### config.mk
export PLATFORM = sky130hd
export DESIGN_NAME = gpioa_top
export DESIGN_NICKNAME = d
export VERILOG_FILES = /design/src/rtl/gpio_pkg.sv /design/src/rtl/gpioa_sync.sv /design/src/rtl/gpioa_top.sv
export SDC_FILE = /design/constraint.sdc
export NUM_CORES = 1
export LEC_CHECK = 0
export ABC_AREA = 1
export BUFFER_PORTS_ARGS = -buffer_cell sky130_fd_sc_hd__buf_2
export CORE_ASPECT_RATIO = 1.75
export CORE_MARGIN = 3
export CORE_UTILIZATION = 45
export DETAILED_ROUTE_END_ITERATION = 16
export PLACE_DENSITY = 0.63
export SYNTH_ARGS = -nofsm -noshare
export SYNTH_HDL_FRONTEND = slang
export SYNTH_HIERARCHICAL = 1
export SYNTH_SLANG_ARGS = --single-unit
### constraint.sdc
create_clock -name CLOCK -period 2.9 [get_ports CLOCK]
set_clock_uncertainty 0.1 [all_clocks]
set_input_delay 0.29 -clock CLOCK [delete_from_list [all_inputs] [get_ports CLOCK]]
set_output_delay 0.29 -clock CLOCK [all_outputs]
set_load 0.02 [all_outputs]
### src/rtl/gpio_pkg.sv
// Constants, register map and field layout of the general purpose I/O block
package gpioa_pkg;
  localparam int W = 8;
  localparam int AW = 8;
  // Register byte offsets
  localparam logic [AW-1:0] OFS_PA_DATA = 8'h00;
  localparam logic [AW-1:0] OFS_PB_DATA = 8'h04;
  localparam logic [AW-1:0] OFS_PC_DATA = 8'h08;
  localparam logic [AW-1:0] OFS_PD_DATA = 8'h0c;
  localparam logic [AW-1:0] OFS_PA_DIR  = 8'h10;
  localparam logic [AW-1:0] OFS_PB_DIR  = 8'h14;
  localparam logic [AW-1:0] OFS_PC_DIR  = 8'h18;
  localparam logic [AW-1:0] OFS_PD_DIR  = 8'h1c;
  localparam logic [AW-1:0] OFS_PA_PU   = 8'h20;
  localparam logic [AW-1:0] OFS_PB_PU   = 8'h24;
  localparam logic [AW-1:0] OFS_PC_PU   = 8'h28;
  localparam logic [AW-1:0] OFS_PD_PU   = 8'h2c;
  localparam logic [AW-1:0] OFS_WAKE    = 8'h30;
  localparam logic [AW-1:0] OFS_AUX     = 8'h34;
  localparam logic [AW-1:0] OFS_IRQCTL  = 8'h38;
  localparam logic [AW-1:0] OFS_ALTCTL  = 8'h3c;
  localparam logic [AW-1:0] OFS_ADSEL   = 8'h40;
  localparam logic [AW-1:0] OFS_HALT    = 8'h44;
  localparam logic [AW-1:0] OFS_IRQ_STS = 8'h48;
  localparam logic [AW-1:0] OFS_IRQ_MSK = 8'h4c;
  localparam logic [AW-1:0] OFS_BITOP   = 8'h50;
  // Reset values
  localparam logic [W-1:0] RST_ONES = 8'hff;
  localparam logic [W-1:0] RST_ZERO = 8'h00;
  // Field positions
  localparam int AUX_OD_LSB = 4;
  localparam int IRQCTL_EN0 = 1;
  localparam int IRQCTL_EN1 = 2;
  localparam int EXT0_PIN = 4;
  localparam int EXT1_PIN = 5;
  localparam int DIV_PIN = 3;
  localparam int PWM_PINS = 4;
  localparam int TMR_N = 4;
  localparam int ALT_DIV_EN = 4;
  localparam int BITOP_SET = 8;
  localparam int BITOP_PORT_LSB = 4;
  // Status bits
  localparam int STS_WAKE = 0;
  localparam int STS_EXT0 = 1;
  localparam int STS_EXT1 = 2;
  localparam int STS_W = 3;
  // Sync depth for pins
  localparam int SYNC_N = 3;
  typedef enum logic [1:0] {GPIOA_RUN, GPIOA_DOWN} gpioa_pwr_t;
endpackage : gpioa_pkg

### src/rtl/gpioa_sync.sv
// Three-stage pin synchroniser with agreement filter
`timescale 1ns/1ps
`default_nettype none
module gpioa_sync #(
  parameter int N = 8
) (
  input  wire logic         clk,    // System clock
  input  wire logic         rst_n,  // Async reset, active low
  input  wire logic         ce,     // Clock enable
  input  wire logic [N-1:0] din,    // Raw pin levels
  output logic      [N-1:0] dout    // Filtered level
);
  import gpioa_pkg::*;
  logic [N-1:0] s1;
  logic [N-1:0] s2;
  logic [N-1:0] s3;
  // Three stages and an output flop; output moves once stages two and three agree
  always_ff @(posedge clk or negedge rst_n) begin
    if (!rst_n) begin
      s1 <= '1;
      s2 <= '1;
      s3 <= '1;
      dout <= '1;
    end else if (ce) begin
      s1 <= din;
      s2 <= s1;
      s3 <= s2;
      dout <= (s2 & s3) | (dout & (s2 ^ s3));
    end
  end
endmodule : gpioa_sync
`default_nettype wire

### src/rtl/gpioa_top.sv
// Four-port general purpose I/O block with APB register access
`timescale 1ns/1ps
`default_nettype none
module gpioa_top (
  input  wire logic                    CLOCK,     // 50 MHz system clock
  input  wire logic                    RST_N,     // Async reset, active low
  input  wire logic                    CE,        // Clock enable
  input  wire logic                    PSEL,      // APB select
  input  wire logic                    PENABLE,   // APB access phase
  input  wire logic                    PWRITE,    // APB write
  input  wire logic [gpioa_pkg::AW-1:0] PADDR,    // APB byte address
  input  wire logic [31:0]             PWDATA,    // APB write data
  output logic      [31:0]             PRDATA,    // APB read data
  output logic                         PREADY,    // APB ready
  output logic                         PSLVERR,   // APB error
  input  wire logic [31:0]             PIN_IN,    // Pin levels, port A low
  output logic      [31:0]             PIN_OUT,   // Pin output values
  output logic      [31:0]             PIN_OE,    // Pin drive enables
  output logic      [31:0]             PIN_PU,    // Pull-high enables
  input  wire logic                    DIV_SIG,   // Divider output source
  input  wire logic                    DIV_OPT,   // Divider option strap
  input  wire logic [3:0]              PWM_SIG,   // PWM sources
  input  wire logic [3:0]              PWM_EN,    // PWM enables
  input  wire logic [3:0]              TMR_EXT,   // Timer ext select
  input  wire logic [3:0]              TMR_PIN,   // Timer pin indices in C
  output logic      [3:0]              TMR_CLK,   // Timer clocks out
  output logic                         EXT_IRQ0,  // Ext irq 0 level
  output logic                         EXT_IRQ1,  // Ext irq 1 level
  output logic                         POWER_DOWN, // Low-power state
  output logic                         WAKE,      // Wake pulse
  output logic                         IRQ        // Interrupt level
);
  import gpioa_pkg::*;

  logic [W-1:0]     data [4];
  logic [W-1:0]     dir [4];
  logic [W-1:0]     pu [4];
  logic [W-1:0]     wake_en;
  logic [W-1:0]     aux;
  logic [W-1:0]     irqctl;
  logic [W-1:0]     altctl;
  logic [W-1:0]     adsel;
  logic [STS_W-1:0] sts;
  logic [STS_W-1:0] msk;
  logic [31:0]      pin_s;
  logic [W-1:0]     pa_prev;
  logic [W-1:0]     ext_prev;
  gpioa_pwr_t       pwr;
  logic             wr;
  logic             rd_ok;
  logic [31:0]      next_rdata;
  logic [1:0]       port;
  logic [W-1:0]     fall;
  logic             wake_ev;
  logic [STS_W-1:0] ev;
  logic [W-1:0]     rmw_val;

  // Port view read: pin for inputs, latch for outputs
  function automatic logic [W-1:0] port_view(input logic [W-1:0] d,
                                             input logic [W-1:0] dr,
                                             input logic [W-1:0] p);
    port_view = (dr & p) | (~dr & d);
  endfunction : port_view

  // Write slot index for a data, direction or pull-up offset
  function automatic logic [1:0] slot(input logic [AW-1:0] a);
    slot = a[3:2];
  endfunction : slot

  // Pins pass the four-flop filter
  gpioa_sync #(.N(32)) u_sync (
    .clk  (CLOCK),
    .rst_n(RST_N),
    .ce   (CE),
    .din  (PIN_IN),
    .dout (pin_s)
  );

  assign wr = PSEL && PENABLE && PWRITE;
  assign PREADY = 1'b1;
  assign port = PWDATA[BITOP_PORT_LSB+1:BITOP_PORT_LSB];

  // Read-modify-write of one data bit from the port view
  always_comb begin
    rmw_val = port_view(data[port], dir[port], pin_s[port*W +: W]);
    rmw_val[PWDATA[2:0]] = PWDATA[BITOP_SET];
  end

  // Data latches, written only by software
  always_ff @(posedge CLOCK or negedge RST_N) begin
    if (!RST_N) begin
      for (int i = 0; i < 4; i++) data[i] <= RST_ONES;
    end else if (CE && wr) begin
      if (PADDR[AW-1:4] == OFS_PA_DATA[AW-1:4])
        data[slot(PADDR)] <= PWDATA[W-1:0];
      else if (PADDR == OFS_BITOP)
        data[port] <= rmw_val;
    end
  end

  // Direction and pull-up registers
  always_ff @(posedge CLOCK or negedge RST_N) begin
    if (!RST_N) begin
      for (int i = 0; i < 4; i++) begin
        dir[i] <= RST_ONES;
        pu[i]  <= RST_ZERO;
      end
    end else if (CE && wr) begin
      if (PADDR[AW-1:4] == OFS_PA_DIR[AW-1:4])
        dir[slot(PADDR)] <= PWDATA[W-1:0];
      if (PADDR[AW-1:4] == OFS_PA_PU[AW-1:4])
        pu[slot(PADDR)] <= PWDATA[W-1:0];
    end
  end

  // Wake, auxiliary, alternate-function and mask registers
  always_ff @(posedge CLOCK or negedge RST_N) begin
    if (!RST_N) begin
      wake_en <= RST_ZERO;
      aux     <= RST_ZERO;
      irqctl  <= RST_ZERO;
      altctl  <= RST_ZERO;
      adsel   <= RST_ZERO;
      msk     <= '0;
    end else if (CE && wr) begin
      case (PADDR)
        OFS_WAKE:    wake_en <= PWDATA[W-1:0];
        OFS_AUX:     aux <= PWDATA[W-1:0];
        OFS_IRQCTL:  irqctl <= PWDATA[W-1:0];
        OFS_ALTCTL:  altctl <= PWDATA[W-1:0];
        OFS_ADSEL:   adsel <= PWDATA[W-1:0];
        OFS_IRQ_MSK: msk <= PWDATA[STS_W-1:0];
        default: ;
      endcase
    end
  end

  // Pin drive: latch, divider, PWM and open-drain
  always_comb begin
    PIN_OUT = {data[3], data[2], data[1], data[0]};
    PIN_OE  = ~{dir[3], dir[2], dir[1], dir[0]};
    if (DIV_OPT && !dir[0][DIV_PIN] && altctl[ALT_DIV_EN])
      PIN_OUT[DIV_PIN] = DIV_SIG;
    for (int i = 0; i < PWM_PINS; i++)
      if (PWM_EN[i] && !dir[3][i])
        PIN_OUT[3*W+i] = PWM_SIG[i];
    for (int i = 0; i < 4; i++)
      if (aux[AUX_OD_LSB+i] && !dir[0][i])
        PIN_OE[i] = ~PIN_OUT[i];
    PIN_OUT[3*W+EXT0_PIN] = PIN_OUT[3*W+EXT0_PIN] &
                            !irqctl[IRQCTL_EN0];
    PIN_OUT[3*W+EXT1_PIN] = PIN_OUT[3*W+EXT1_PIN] &
                            !irqctl[IRQCTL_EN1];
    if (irqctl[IRQCTL_EN0]) PIN_OE[3*W+EXT0_PIN] = 1'b0;
    if (irqctl[IRQCTL_EN1]) PIN_OE[3*W+EXT1_PIN] = 1'b0;
    PIN_PU = {pu[3] & dir[3], pu[2] & dir[2],
              pu[1] & dir[1] & ~adsel, pu[0] & dir[0]};
  end

  // Timer clocks from port C pins when selected and input
  always_comb begin
    for (int i = 0; i < TMR_N; i++)
      TMR_CLK[i] = TMR_EXT[i] && dir[2][TMR_PIN[i]] &&
                   pin_s[2*W+TMR_PIN[i]];
  end

  assign EXT_IRQ0 = irqctl[IRQCTL_EN0] && pin_s[3*W+EXT0_PIN];
  assign EXT_IRQ1 = irqctl[IRQCTL_EN1] && pin_s[3*W+EXT1_PIN];

  // Falling edge detect on port A and ext irq pins
  always_ff @(posedge CLOCK or negedge RST_N) begin
    if (!RST_N) begin
      pa_prev  <= RST_ONES;
      ext_prev <= RST_ONES;
    end else if (CE) begin
      pa_prev  <= pin_s[W-1:0];
      ext_prev <= pin_s[3*W +: W];
    end
  end
  assign fall = pa_prev & ~pin_s[W-1:0] & wake_en;

  // Power-down state: halt write enters, enabled edge leaves
  always_ff @(posedge CLOCK or negedge RST_N) begin
    if (!RST_N) begin
      pwr <= GPIOA_RUN;
    end else if (CE) begin
      case (pwr)
        GPIOA_RUN:  if (wr && PADDR == OFS_HALT) pwr <= GPIOA_DOWN;
        GPIOA_DOWN: if (|fall) pwr <= GPIOA_RUN;
        default:    pwr <= GPIOA_RUN;
      endcase
    end
  end
  assign POWER_DOWN = (pwr == GPIOA_DOWN);
  assign wake_ev = POWER_DOWN && (|fall);
  assign WAKE = wake_ev && CE;

  // Sticky status; set wins over write-one clear
  assign ev[STS_WAKE] = wake_ev;
  assign ev[STS_EXT0] = irqctl[IRQCTL_EN0] && ext_prev[EXT0_PIN] &&
                        !pin_s[3*W+EXT0_PIN];
  assign ev[STS_EXT1] = irqctl[IRQCTL_EN1] && ext_prev[EXT1_PIN] &&
                        !pin_s[3*W+EXT1_PIN];
  always_ff @(posedge CLOCK or negedge RST_N) begin
    if (!RST_N) begin
      sts <= '0;
    end else if (CE) begin
      if (wr && PADDR == OFS_IRQ_STS)
        sts <= (sts & ~PWDATA[STS_W-1:0]) | ev;
      else
        sts <= sts | ev;
    end
  end
  assign IRQ = |(sts & msk);

  // Read decode, sampled in the setup cycle
  always_comb begin
    next_rdata = '0;
    rd_ok = 1'b1;
    if (PADDR[AW-1:4] == OFS_PA_DATA[AW-1:4])
      next_rdata[W-1:0] = port_view(data[slot(PADDR)], dir[slot(PADDR)],
                                    pin_s[slot(PADDR)*W +: W]);
    else if (PADDR[AW-1:4] == OFS_PA_DIR[AW-1:4])
      next_rdata[W-1:0] = dir[slot(PADDR)];
    else if (PADDR[AW-1:4] == OFS_PA_PU[AW-1:4])
      next_rdata[W-1:0] = pu[slot(PADDR)];
    else begin
      case (PADDR)
        OFS_WAKE:    next_rdata[W-1:0] = wake_en;
        OFS_AUX:     next_rdata[W-1:0] = aux;
        OFS_IRQCTL:  next_rdata[W-1:0] = irqctl;
        OFS_ALTCTL:  next_rdata[W-1:0] = altctl;
        OFS_ADSEL:   next_rdata[W-1:0] = adsel;
        OFS_HALT:    next_rdata[0] = POWER_DOWN;
        OFS_IRQ_STS: next_rdata[STS_W-1:0] = sts;
        OFS_IRQ_MSK: next_rdata[STS_W-1:0] = msk;
        OFS_BITOP:   next_rdata = '0;
        default:     rd_ok = 1'b0;
      endcase
    end
  end
  // Read data captured in the setup cycle, held through access
  always_ff @(posedge CLOCK or negedge RST_N) begin
    if (!RST_N) begin
      PRDATA <= '0;
    end else if (CE && PSEL && !PENABLE && !PWRITE) begin
      PRDATA <= next_rdata;
    end
  end
  assign PSLVERR = PSEL && PENABLE && !rd_ok;

  // Checks on pin drive and state
  property p_out_follows;
    @(posedge CLOCK) disable iff (!RST_N)
      (!dir[1][0]) |-> (PIN_OE[W] && PIN_OUT[W] == data[1][0]);
  endproperty
  a_out_follows: assert property (p_out_follows)
    else $error("port B bit 0 output not driven from latch");

  property p_in_no_drive;
    @(posedge CLOCK) disable iff (!RST_N)
      dir[2][0] |-> !PIN_OE[2*W];
  endproperty
  a_in_no_drive: assert property (p_in_no_drive)
    else $error("input pin driven");

  property p_pu_input;
    @(posedge CLOCK) disable iff (!RST_N)
      PIN_PU[3*W] |-> (dir[3][0] && pu[3][0]);
  endproperty
  a_pu_input: assert property (p_pu_input)
    else $error("pull-high on output pin");

  property p_adc_pu;
    @(posedge CLOCK) disable iff (!RST_N)
      adsel[0] |-> !PIN_PU[W];
  endproperty
  a_adc_pu: assert property (p_adc_pu)
    else $error("pull-high on analog pin");

  property p_wake;
    @(posedge CLOCK) disable iff (!RST_N)
      (CE && POWER_DOWN && |fall) |=> !POWER_DOWN;
  endproperty
  a_wake: assert property (p_wake)
    else $error("no wake on enabled falling edge");

  property p_stay_down;
    @(posedge CLOCK) disable iff (!RST_N)
      (POWER_DOWN && !(|fall)) |=> POWER_DOWN;
  endproperty
  a_stay_down: assert property (p_stay_down)
    else $error("left power-down without edge");

  property p_latch_hold;
    @(posedge CLOCK) disable iff (!RST_N)
      !(wr && PADDR[AW-1:4] == OFS_PA_DATA[AW-1:4]) &&
      !(wr && PADDR == OFS_BITOP) |=> $stable(data[0]);
  endproperty
  a_latch_hold: assert property (p_latch_hold)
    else $error("data latch changed without write");

  property p_od;
    @(posedge CLOCK) disable iff (!RST_N)
      (aux[AUX_OD_LSB] && !dir[0][0] && PIN_OUT[0]) |-> !PIN_OE[0];
  endproperty
  a_od: assert property (p_od)
    else $error("open-drain pin drove high");

  property p_ext_io;
    @(posedge CLOCK) disable iff (!RST_N)
      irqctl[IRQCTL_EN0] |-> !PIN_OE[3*W+EXT0_PIN];
  endproperty
  a_ext_io: assert property (p_ext_io)
    else $error("irq pin driven");

  property p_rd_latch;
    @(posedge CLOCK) disable iff (!RST_N)
      (CE && PSEL && !PENABLE && !PWRITE && PADDR == OFS_PA_DATA &&
       dir[0] == RST_ZERO) |=> (PRDATA[W-1:0] == $past(data[0]));
  endproperty
  a_rd_latch: assert property (p_rd_latch)
    else $error("output port read did not return latch");

  property p_pwm;
    @(posedge CLOCK) disable iff (!RST_N)
      (PWM_EN[0] && !dir[3][0]) |->
        (PIN_OE[3*W] && PIN_OUT[3*W] == PWM_SIG[0]);
  endproperty
  a_pwm: assert property (p_pwm)
    else $error("PWM not on output pin");

  property p_div;
    @(posedge CLOCK) disable iff (!RST_N)
      (DIV_OPT && altctl[ALT_DIV_EN] && !dir[0][DIV_PIN]) |->
        (PIN_OUT[DIV_PIN] == DIV_SIG);
  endproperty
  a_div: assert property (p_div)
    else $error("divider not on output pin");

  property p_tmr_in;
    @(posedge CLOCK) disable iff (!RST_N)
      TMR_CLK[0] |-> (TMR_EXT[0] && dir[2][TMR_PIN[0]]);
  endproperty
  a_tmr_in: assert property (p_tmr_in)
    else $error("timer clock from non-input pin");

  property p_ext_sts;
    @(posedge CLOCK) disable iff (!RST_N)
      (CE && ev[STS_EXT0]) |=> sts[STS_EXT0];
  endproperty
  a_ext_sts: assert property (p_ext_sts)
    else $error("falling edge status not set");
endmodule : gpioa_top
`default_nettype wire

==> flow_summary.yaml, run 1 <==
finish:
  fin_area_um2: 18600
  layout-drive-gt1-share_pct: 20.3
  area_growth_syn_to_layout_pct: 15.0
  post-route-util_pct: 52.5
  nNetsFinal: 2549
detailed_routing:
  viasPerCell: 5.05
  drt_iter0_drc: 1013
  post-route-drc-count: 0
  finalWirelength_um: 54900
  first_pass_iters: 8
  vias: 14700
  ant_nets: 0
  routedWlPerCell_um: 18.9
power:
  p_leak_nw: 9.71
  share_comb_of_total_power_pct: 15.0
  power.switching_w: 0.00301
  peakVddDrop_v: 0.000493
  power_density_nw_per_um2: 565
  p_int_w: 0.00749
  switching_share_pct: 28.7
  clkPwrFrac_pct: 36.8
  p_seq_share_pct: 48.2
timing:
  drv_slew: 0
  setup_tns_ns: 0
  period_minus_slack_ns: 2.53
  clock.fmax_mhz: 395
  setup_ws_ns: 0.370
  worst_pin_slew_ns: 0.979
  fin_crit_sh_pct: 87.2
  slew_headroom_pct: 34.7
  setup_viol: 0
  rsz0062_at_grt: "false"
  hold_viol: 0
  hold_slack_ns: 0.0608
die:
  initial_utilization_pct: 45.7
  die_w_um: 149
  die_h_um: 257
  fp-row-count: 91
  ios: 235
  dieArea_um2: 38300
  coreArea_um2: 35400
clocking:
  cts_setup_buffers: 0
  clk_latency_ns: 0.56
  cts_buffers: 28
  cts_sinks: 289
  tritoncts: "built"
  clockBufferDepth: 3
  h-tree-depth: 1
  clkTransAtPathRegs_ns: 0.06
  cts_root_buffer: "clkbuf_16"
setup_path:
  cp.buffers_inverters: 3
  crit_start: "u_sync/dout[5]"
  cp_slowest_cell: "dfstp_2"
  r2r_start: "dir[13]"
  cpPeakStageDelay_ns: 0.65
  critical_path_class: "reg2out"
  path_delay_family: "flip-flops"
  cp.required_ns: 2.51
  cp.arrival_ns: 2.14
  cp-start-kind: "register"
  crit_chain: "nor2_1, nand2_1, nand4_1, nor3_1, buf_4, nor2_1, nand2_1, inv_1, buf_2"
  path_max_fanout: 5
  worstSetupEndpointType: "primary output"
global_routing:
  grt_first_pass_wirelength_um: 83200
  grt_pass1_vias: 14100
  antenna_found_initial: 5
  grt.overflow.total: 0
  grt_usage_pct: 28.5
  grt_max_degree: 270
logic_synthesis:
  netlist_area_um2: 16200
  ys_ff_latch: 289
  syn-instance-count: 2251
  synth-warning-count: 6
  seq_area_frac_synth_pct: 46.3
  synth_cell_types: 30
  syn_area_per_cell_um2: 7.18
place:
  port_buffers: 186
  dp_slack_ns: 0.397
  hpwl_um: 40600
  place_area_um2: 17300
  gp_congestion: 0.975
status:
  status: "complete, no violations"
min_path:
  worstHoldStart: "PWRITE"
  hold_class: "in2reg"
run:
  drv_cap: 0
## cells in the final DEF, fill, tap and decap left out, types with 2 or more instances in the layout
master	synthesis	routed
nand2_1	808	808
inv_1	298	298
o21ai_0	238	238
nor2_1	222	222
dfstp_2	202	202
buf_2	36	184
a21oi_1	91	91
dfrtp_1	87	87
nand3_1	66	66
buf_4	63	35
dlygate4sd3_1	0	34
ha_1	32	32
clkbuf_16	0	31
conb_1	2	25
nor3_1	13	13
nand4_1	11	11
clkbuf_8	0	7
nand2_2	6	6
o22ai_1	6	6
nor2_2	5	5
clkbuf_1	36	5
clkinv_2	0	5
inv_2	4	4
nand3_4	4	4
buf_12	0	4
a211oi_1	3	3
nor2_4	3	3
nand3b_1	3	3
diode_2	0	2
bufinv_16	0	2
## state kept, by name, indices dropped and copies added (netlist names), 7 cells and up
| signal | count |
|---|---|
| adsel | 8 |
| u_sync/s1 | 32 |
| pa_prev | 8 |
| u_sync/s3 | 32 |
| PIN_OUT | 25 |
| irqctl | 8 |
| wake_en | 8 |
| altctl | 8 |
| pu | 32 |
| u_sync/dout | 32 |
| PRDATA | 8 |
| aux | 8 |
| dir | 32 |
| u_sync/s2 | 32 |
| data | 7 |
## cells by family (layout without fill, tap and decap cells)
kind of cell	after synthesis	count (layout)	synth area share [%]
flops	289	289	46.3
compound gates	339	339	10.6
other cells	2	27	0.0464
fa+ha+maj	32	32	2.48
simple gates	1145	1145	28.2
buf+inv	444	611	12.3
## repair_timing
item,4_1_cts,5_1_grt
hold buffers,34,0
resized for setup,0,0
hold endpoints to repair,59,0
setup endpoints to repair,0,0
## through the flow
stage / total power (W) / std cells
after global placement: 0.00661 / 2822
after floorplan: 0.00601 / 2274
after global routing: 0.0110 / 2908
final: 0.0105 / 2908
after detailed placement: 0.00666 / 2822
after CTS: 0.0106 / 2906
## power by group through the flow
stage | clock, W | sequential (W) | combinational [W]
3_3_place_gp | 0 | 0.00511 | 0.00150
4_1_cts | 0.00397 | 0.00506 | 0.00158
3_5_place_dp | 0 | 0.00512 | 0.00154
2_1_floorplan | 0 | 0.00497 | 0.00103
5_1_grt | 0.00412 | 0.00510 | 0.00180
6_report | 0.00386 | 0.00505 | 0.00158
## worst min-delay path, cell delays in order
cell     delay, ns
buf_2         0.11
nand3_1       0.11
o21ai_0       0.09
nand2_1       0.06
inv_1         0.03
## layer usage
layer	vias to the layer above	share of wire (%)	global-route usage (%)
met1	6735	36	32.5
li1	7200	-	-
met4	6	7.6	18.1
met3	168	6.5	3.91
met5	-	0.062	0
met2	580	50	49.7
## worst paths after layout
path / cells after the start / slack (ns) / end
max in group asynchronous: 3 / 1.60 / dir[4]
min in group asynchronous: 2 / 0.30 / wake_en[6]
worst max register to register: 10 / 0.95 / PIN_OUT[21]
worst max-delay path: 9 / 0.37 / WAKE
worst min-delay path: 5 / 0.06 / pwr[0]
worst min register to register: 2 / 0.36 / pa_prev[3]
## layout make-up
type / instances / area, µm²
Fill cell: 3557 / 16800
Sequential cell: 289 / 7480
Multi-Input combinational cell: 1541 / 6780
Timing Repair Buffer: 259 / 1630
Inverter: 302 / 1130
Clock buffer: 43 / 891
Tap cell: 465 / 582
Clock inverter: 7 / 85.1
Antenna cell: 2 / 5.00
## cell usage after synthesis (all sizes together)
cell      n  share of area, %
o21ai   238               7.4
nor2    231               5.7
nand4    11              0.43
a211oi    3              0.14
or2       1             0.054
conb      2             0.046
buf     106               4.5
nand2   814                19
nand3b    3              0.14
inv     302               7.0
nand3    70               2.5
nor4      1             0.039
o41ai     1             0.054
and3      1             0.039
ha       32               2.5
dfrtp    87                13
nor3     13              0.40
a21oi    91               2.8
clkbuf   36              0.84
dfstp   202                33
o22ai     6              0.23
Note: power is estimated with default switching activity, not from simulation.
==> run 2: changes to the inputs <==
--- a/config.mk
+++ b/config.mk
@@ -6,7 +6,7 @@
 export NUM_CORES = 1
 export LEC_CHECK = 0
 export ABC_AREA = 1
-export BUFFER_PORTS_ARGS = -buffer_cell sky130_fd_sc_hd__buf_2
+export BUFFER_PORTS_ARGS = -buffer_cell sky130_fd_sc_hd__buf_4
 export CORE_ASPECT_RATIO = 1.75
 export CORE_MARGIN = 3
 export CORE_UTILIZATION = 45
==> run 2 against run 1 <==
Against the previous run:
- via count is 1.2% higher
- sequential share of layout area is 0.94 points lower
- largest power group unchanged
- sequential power hardly changed
- die area stayed put
- core utilization is 1.3 points higher
- critical path type unchanged
- flip-flop and latch count stayed put
- largest cell class unchanged
- count of clock-buffer cells in the layout is 1 higher
==> flow_summary.yaml, run 2 (synthesized netlist as in run 1, its figures left out) <==
setup_path:
  path_max_fanout: 5
  cp-start-kind: "register"
  cp.required_ns: 2.51
  cp.arrival_ns: 2.14
  cpPeakStageDelay_ns: 0.64
  worstSetupEndpointType: "primary output"
  cp_slowest_cell: "dfstp_2"
  reg2reg_depth: 10
  crit_chain: "nor2_1, nand2_1, nand4_1, nor3_1, buf_4, nor2_1, nand2_1, inv_1, buf_4"
  critical_path_class: "reg2out"
place:
  gp_congestion: 0.997
  place_area_um2: 17800
  hpwl_um: 41800
  port_buffers: 186
min_path:
  hold_class: "in2reg"
  worstHoldPathCells: 5
clocking:
  h-tree-depth: 1
  cts_sinks: 289
  clockBufferDepth: 3
  clk_latency_ns: 0.57
  cts_hold_buf: 34
  cts_buffers: 28
  clkTransAtPathRegs_ns: 0.07
  tritoncts: "built"
  cts_setup_buffers: 0
  ctsResizeCount: 0
  cts_root_buffer: "clkbuf_16"
timing:
  fin_crit_sh_pct: 87.4
  hold_viol: 0
  rsz0062_at_grt: "false"
  worst_pin_slew_ns: 0.967
  period_minus_slack_ns: 2.53
  setup_viol: 0
  slew_headroom_pct: 35.5
  setup_tns_ns: 0
  clock.fmax_mhz: 395
  drv_slew: 0
global_routing:
  grt.overflow.total: 0
  grt_pass1_vias: 14000
  grt_usage_pct: 28.8
  grt_first_pass_wirelength_um: 83600
  antenna_found_initial: 0
  grt_max_degree: 115
power:
  power_density_nw_per_um2: 547
  p_leak_nw: 9.90
  peakVddDrop_v: 0.000502
finish:
  layout-drive-gt1-share_pct: 20.6
  layout_commonest_cell: "nand2_1"
  fin_area_um2: 19000
  nNetsFinal: 2557
  final_cell_mix: "nand2_1, inv_1, o21ai_0"
  antenna_cells: 0
  fillerInstances: 3522
  area_growth_syn_to_layout_pct: 17.7
detailed_routing:
  ant_nets: 0
  viasPerCell: 5.10
  first_pass_iters: 8
  post-route-drc-count: 0
  routedWlPerCell_um: 19.1
  vias: 14900
  finalWirelength_um: 55700
  drt_iter0_drc: 1037
die:
  dieArea_um2: 38300
  coreArea_um2: 35400
  initial_utilization_pct: 45.7
  fp-row-count: 91
  die_w_um: 149
  ios: 235
  die_h_um: 257
status:
  status: "complete, no violations"
run:
  drv_cap: 0
-- run 2: changes by cell type in the layout (fill, tap and decap cells not counted), moves of 2 or more --
cell       delta
buf_2       -184
buf_4       +193
bufinv_16     -2
diode_2       -2
-- run 2: layout make-up --
type	count	area [µm²]	share of cell area (%)
Clock inverter	7	36.3	0.191
Timing Repair Buffer	267	2140	11.2
Multi-Input combinational cell	1541	6780	35.6
Inverter	302	1130	5.96
Tap cell	465	582	3.06
Clock buffer	44	883	4.64
Sequential cell	289	7480	39.3
-- run 2: worst max-delay path: cells and delay by family (launching register included) --
| kind | cells | cell delay, ns |
|---|---|---|
| DFF | 1 | 0.64 |
| and+or+nand+nor | 6 | 0.55 |
| buffers and inverters | 3 | 0.38 |
-- run 2: worst paths after layout --
check / from / to / slack (ns)
max reg2reg: dir[28] / PIN_OUT[12] / 0.94
max: u_sync/dout[5] / WAKE / 0.37
min: PWRITE / pwr[0] / 0.07
min reg2reg: u_sync/dout[31] / u_sync/dout[31] / 0.36
max in group asynchronous: RST_N / dir[9] / 1.57
min in group asynchronous: RST_N / PRDATA[6] / 0.24
-- run 2: routing by layer --
layer / global-route usage, % / wire (µm) / vias to the layer above
met3: 3.93 / 3490 / 194
met1: 32.4 / 19900 / 6855
met5: 0 / 0 / -
met4: 20.5 / 4890 / 0
li1: - / - / 7205
met2: 49.4 / 27400 / 613
-- run 2: power by group --
group	internal, W	switching (W)
combinational	0.000587	0.00107
sequential	0.00469	0.000376
clock	0.00208	0.00160
-- run 2: through the flow --
stage          setup WS, ns  hold slack [ns]  total power, W  util, %  instances
6_report              0.367           0.0703          0.0104     53.8       2915
5_1_grt               0.243           0.0759          0.0109     53.8       2915
4_1_cts               0.314           0.0493          0.0105     53.8       2915
3_5_place_dp          0.422            0.249         0.00675     50.2       2830
3_3_place_gp          0.441            0.235         0.00669     50.2       2830
2_1_floorplan         0.766           -0.106         0.00601        -       2274
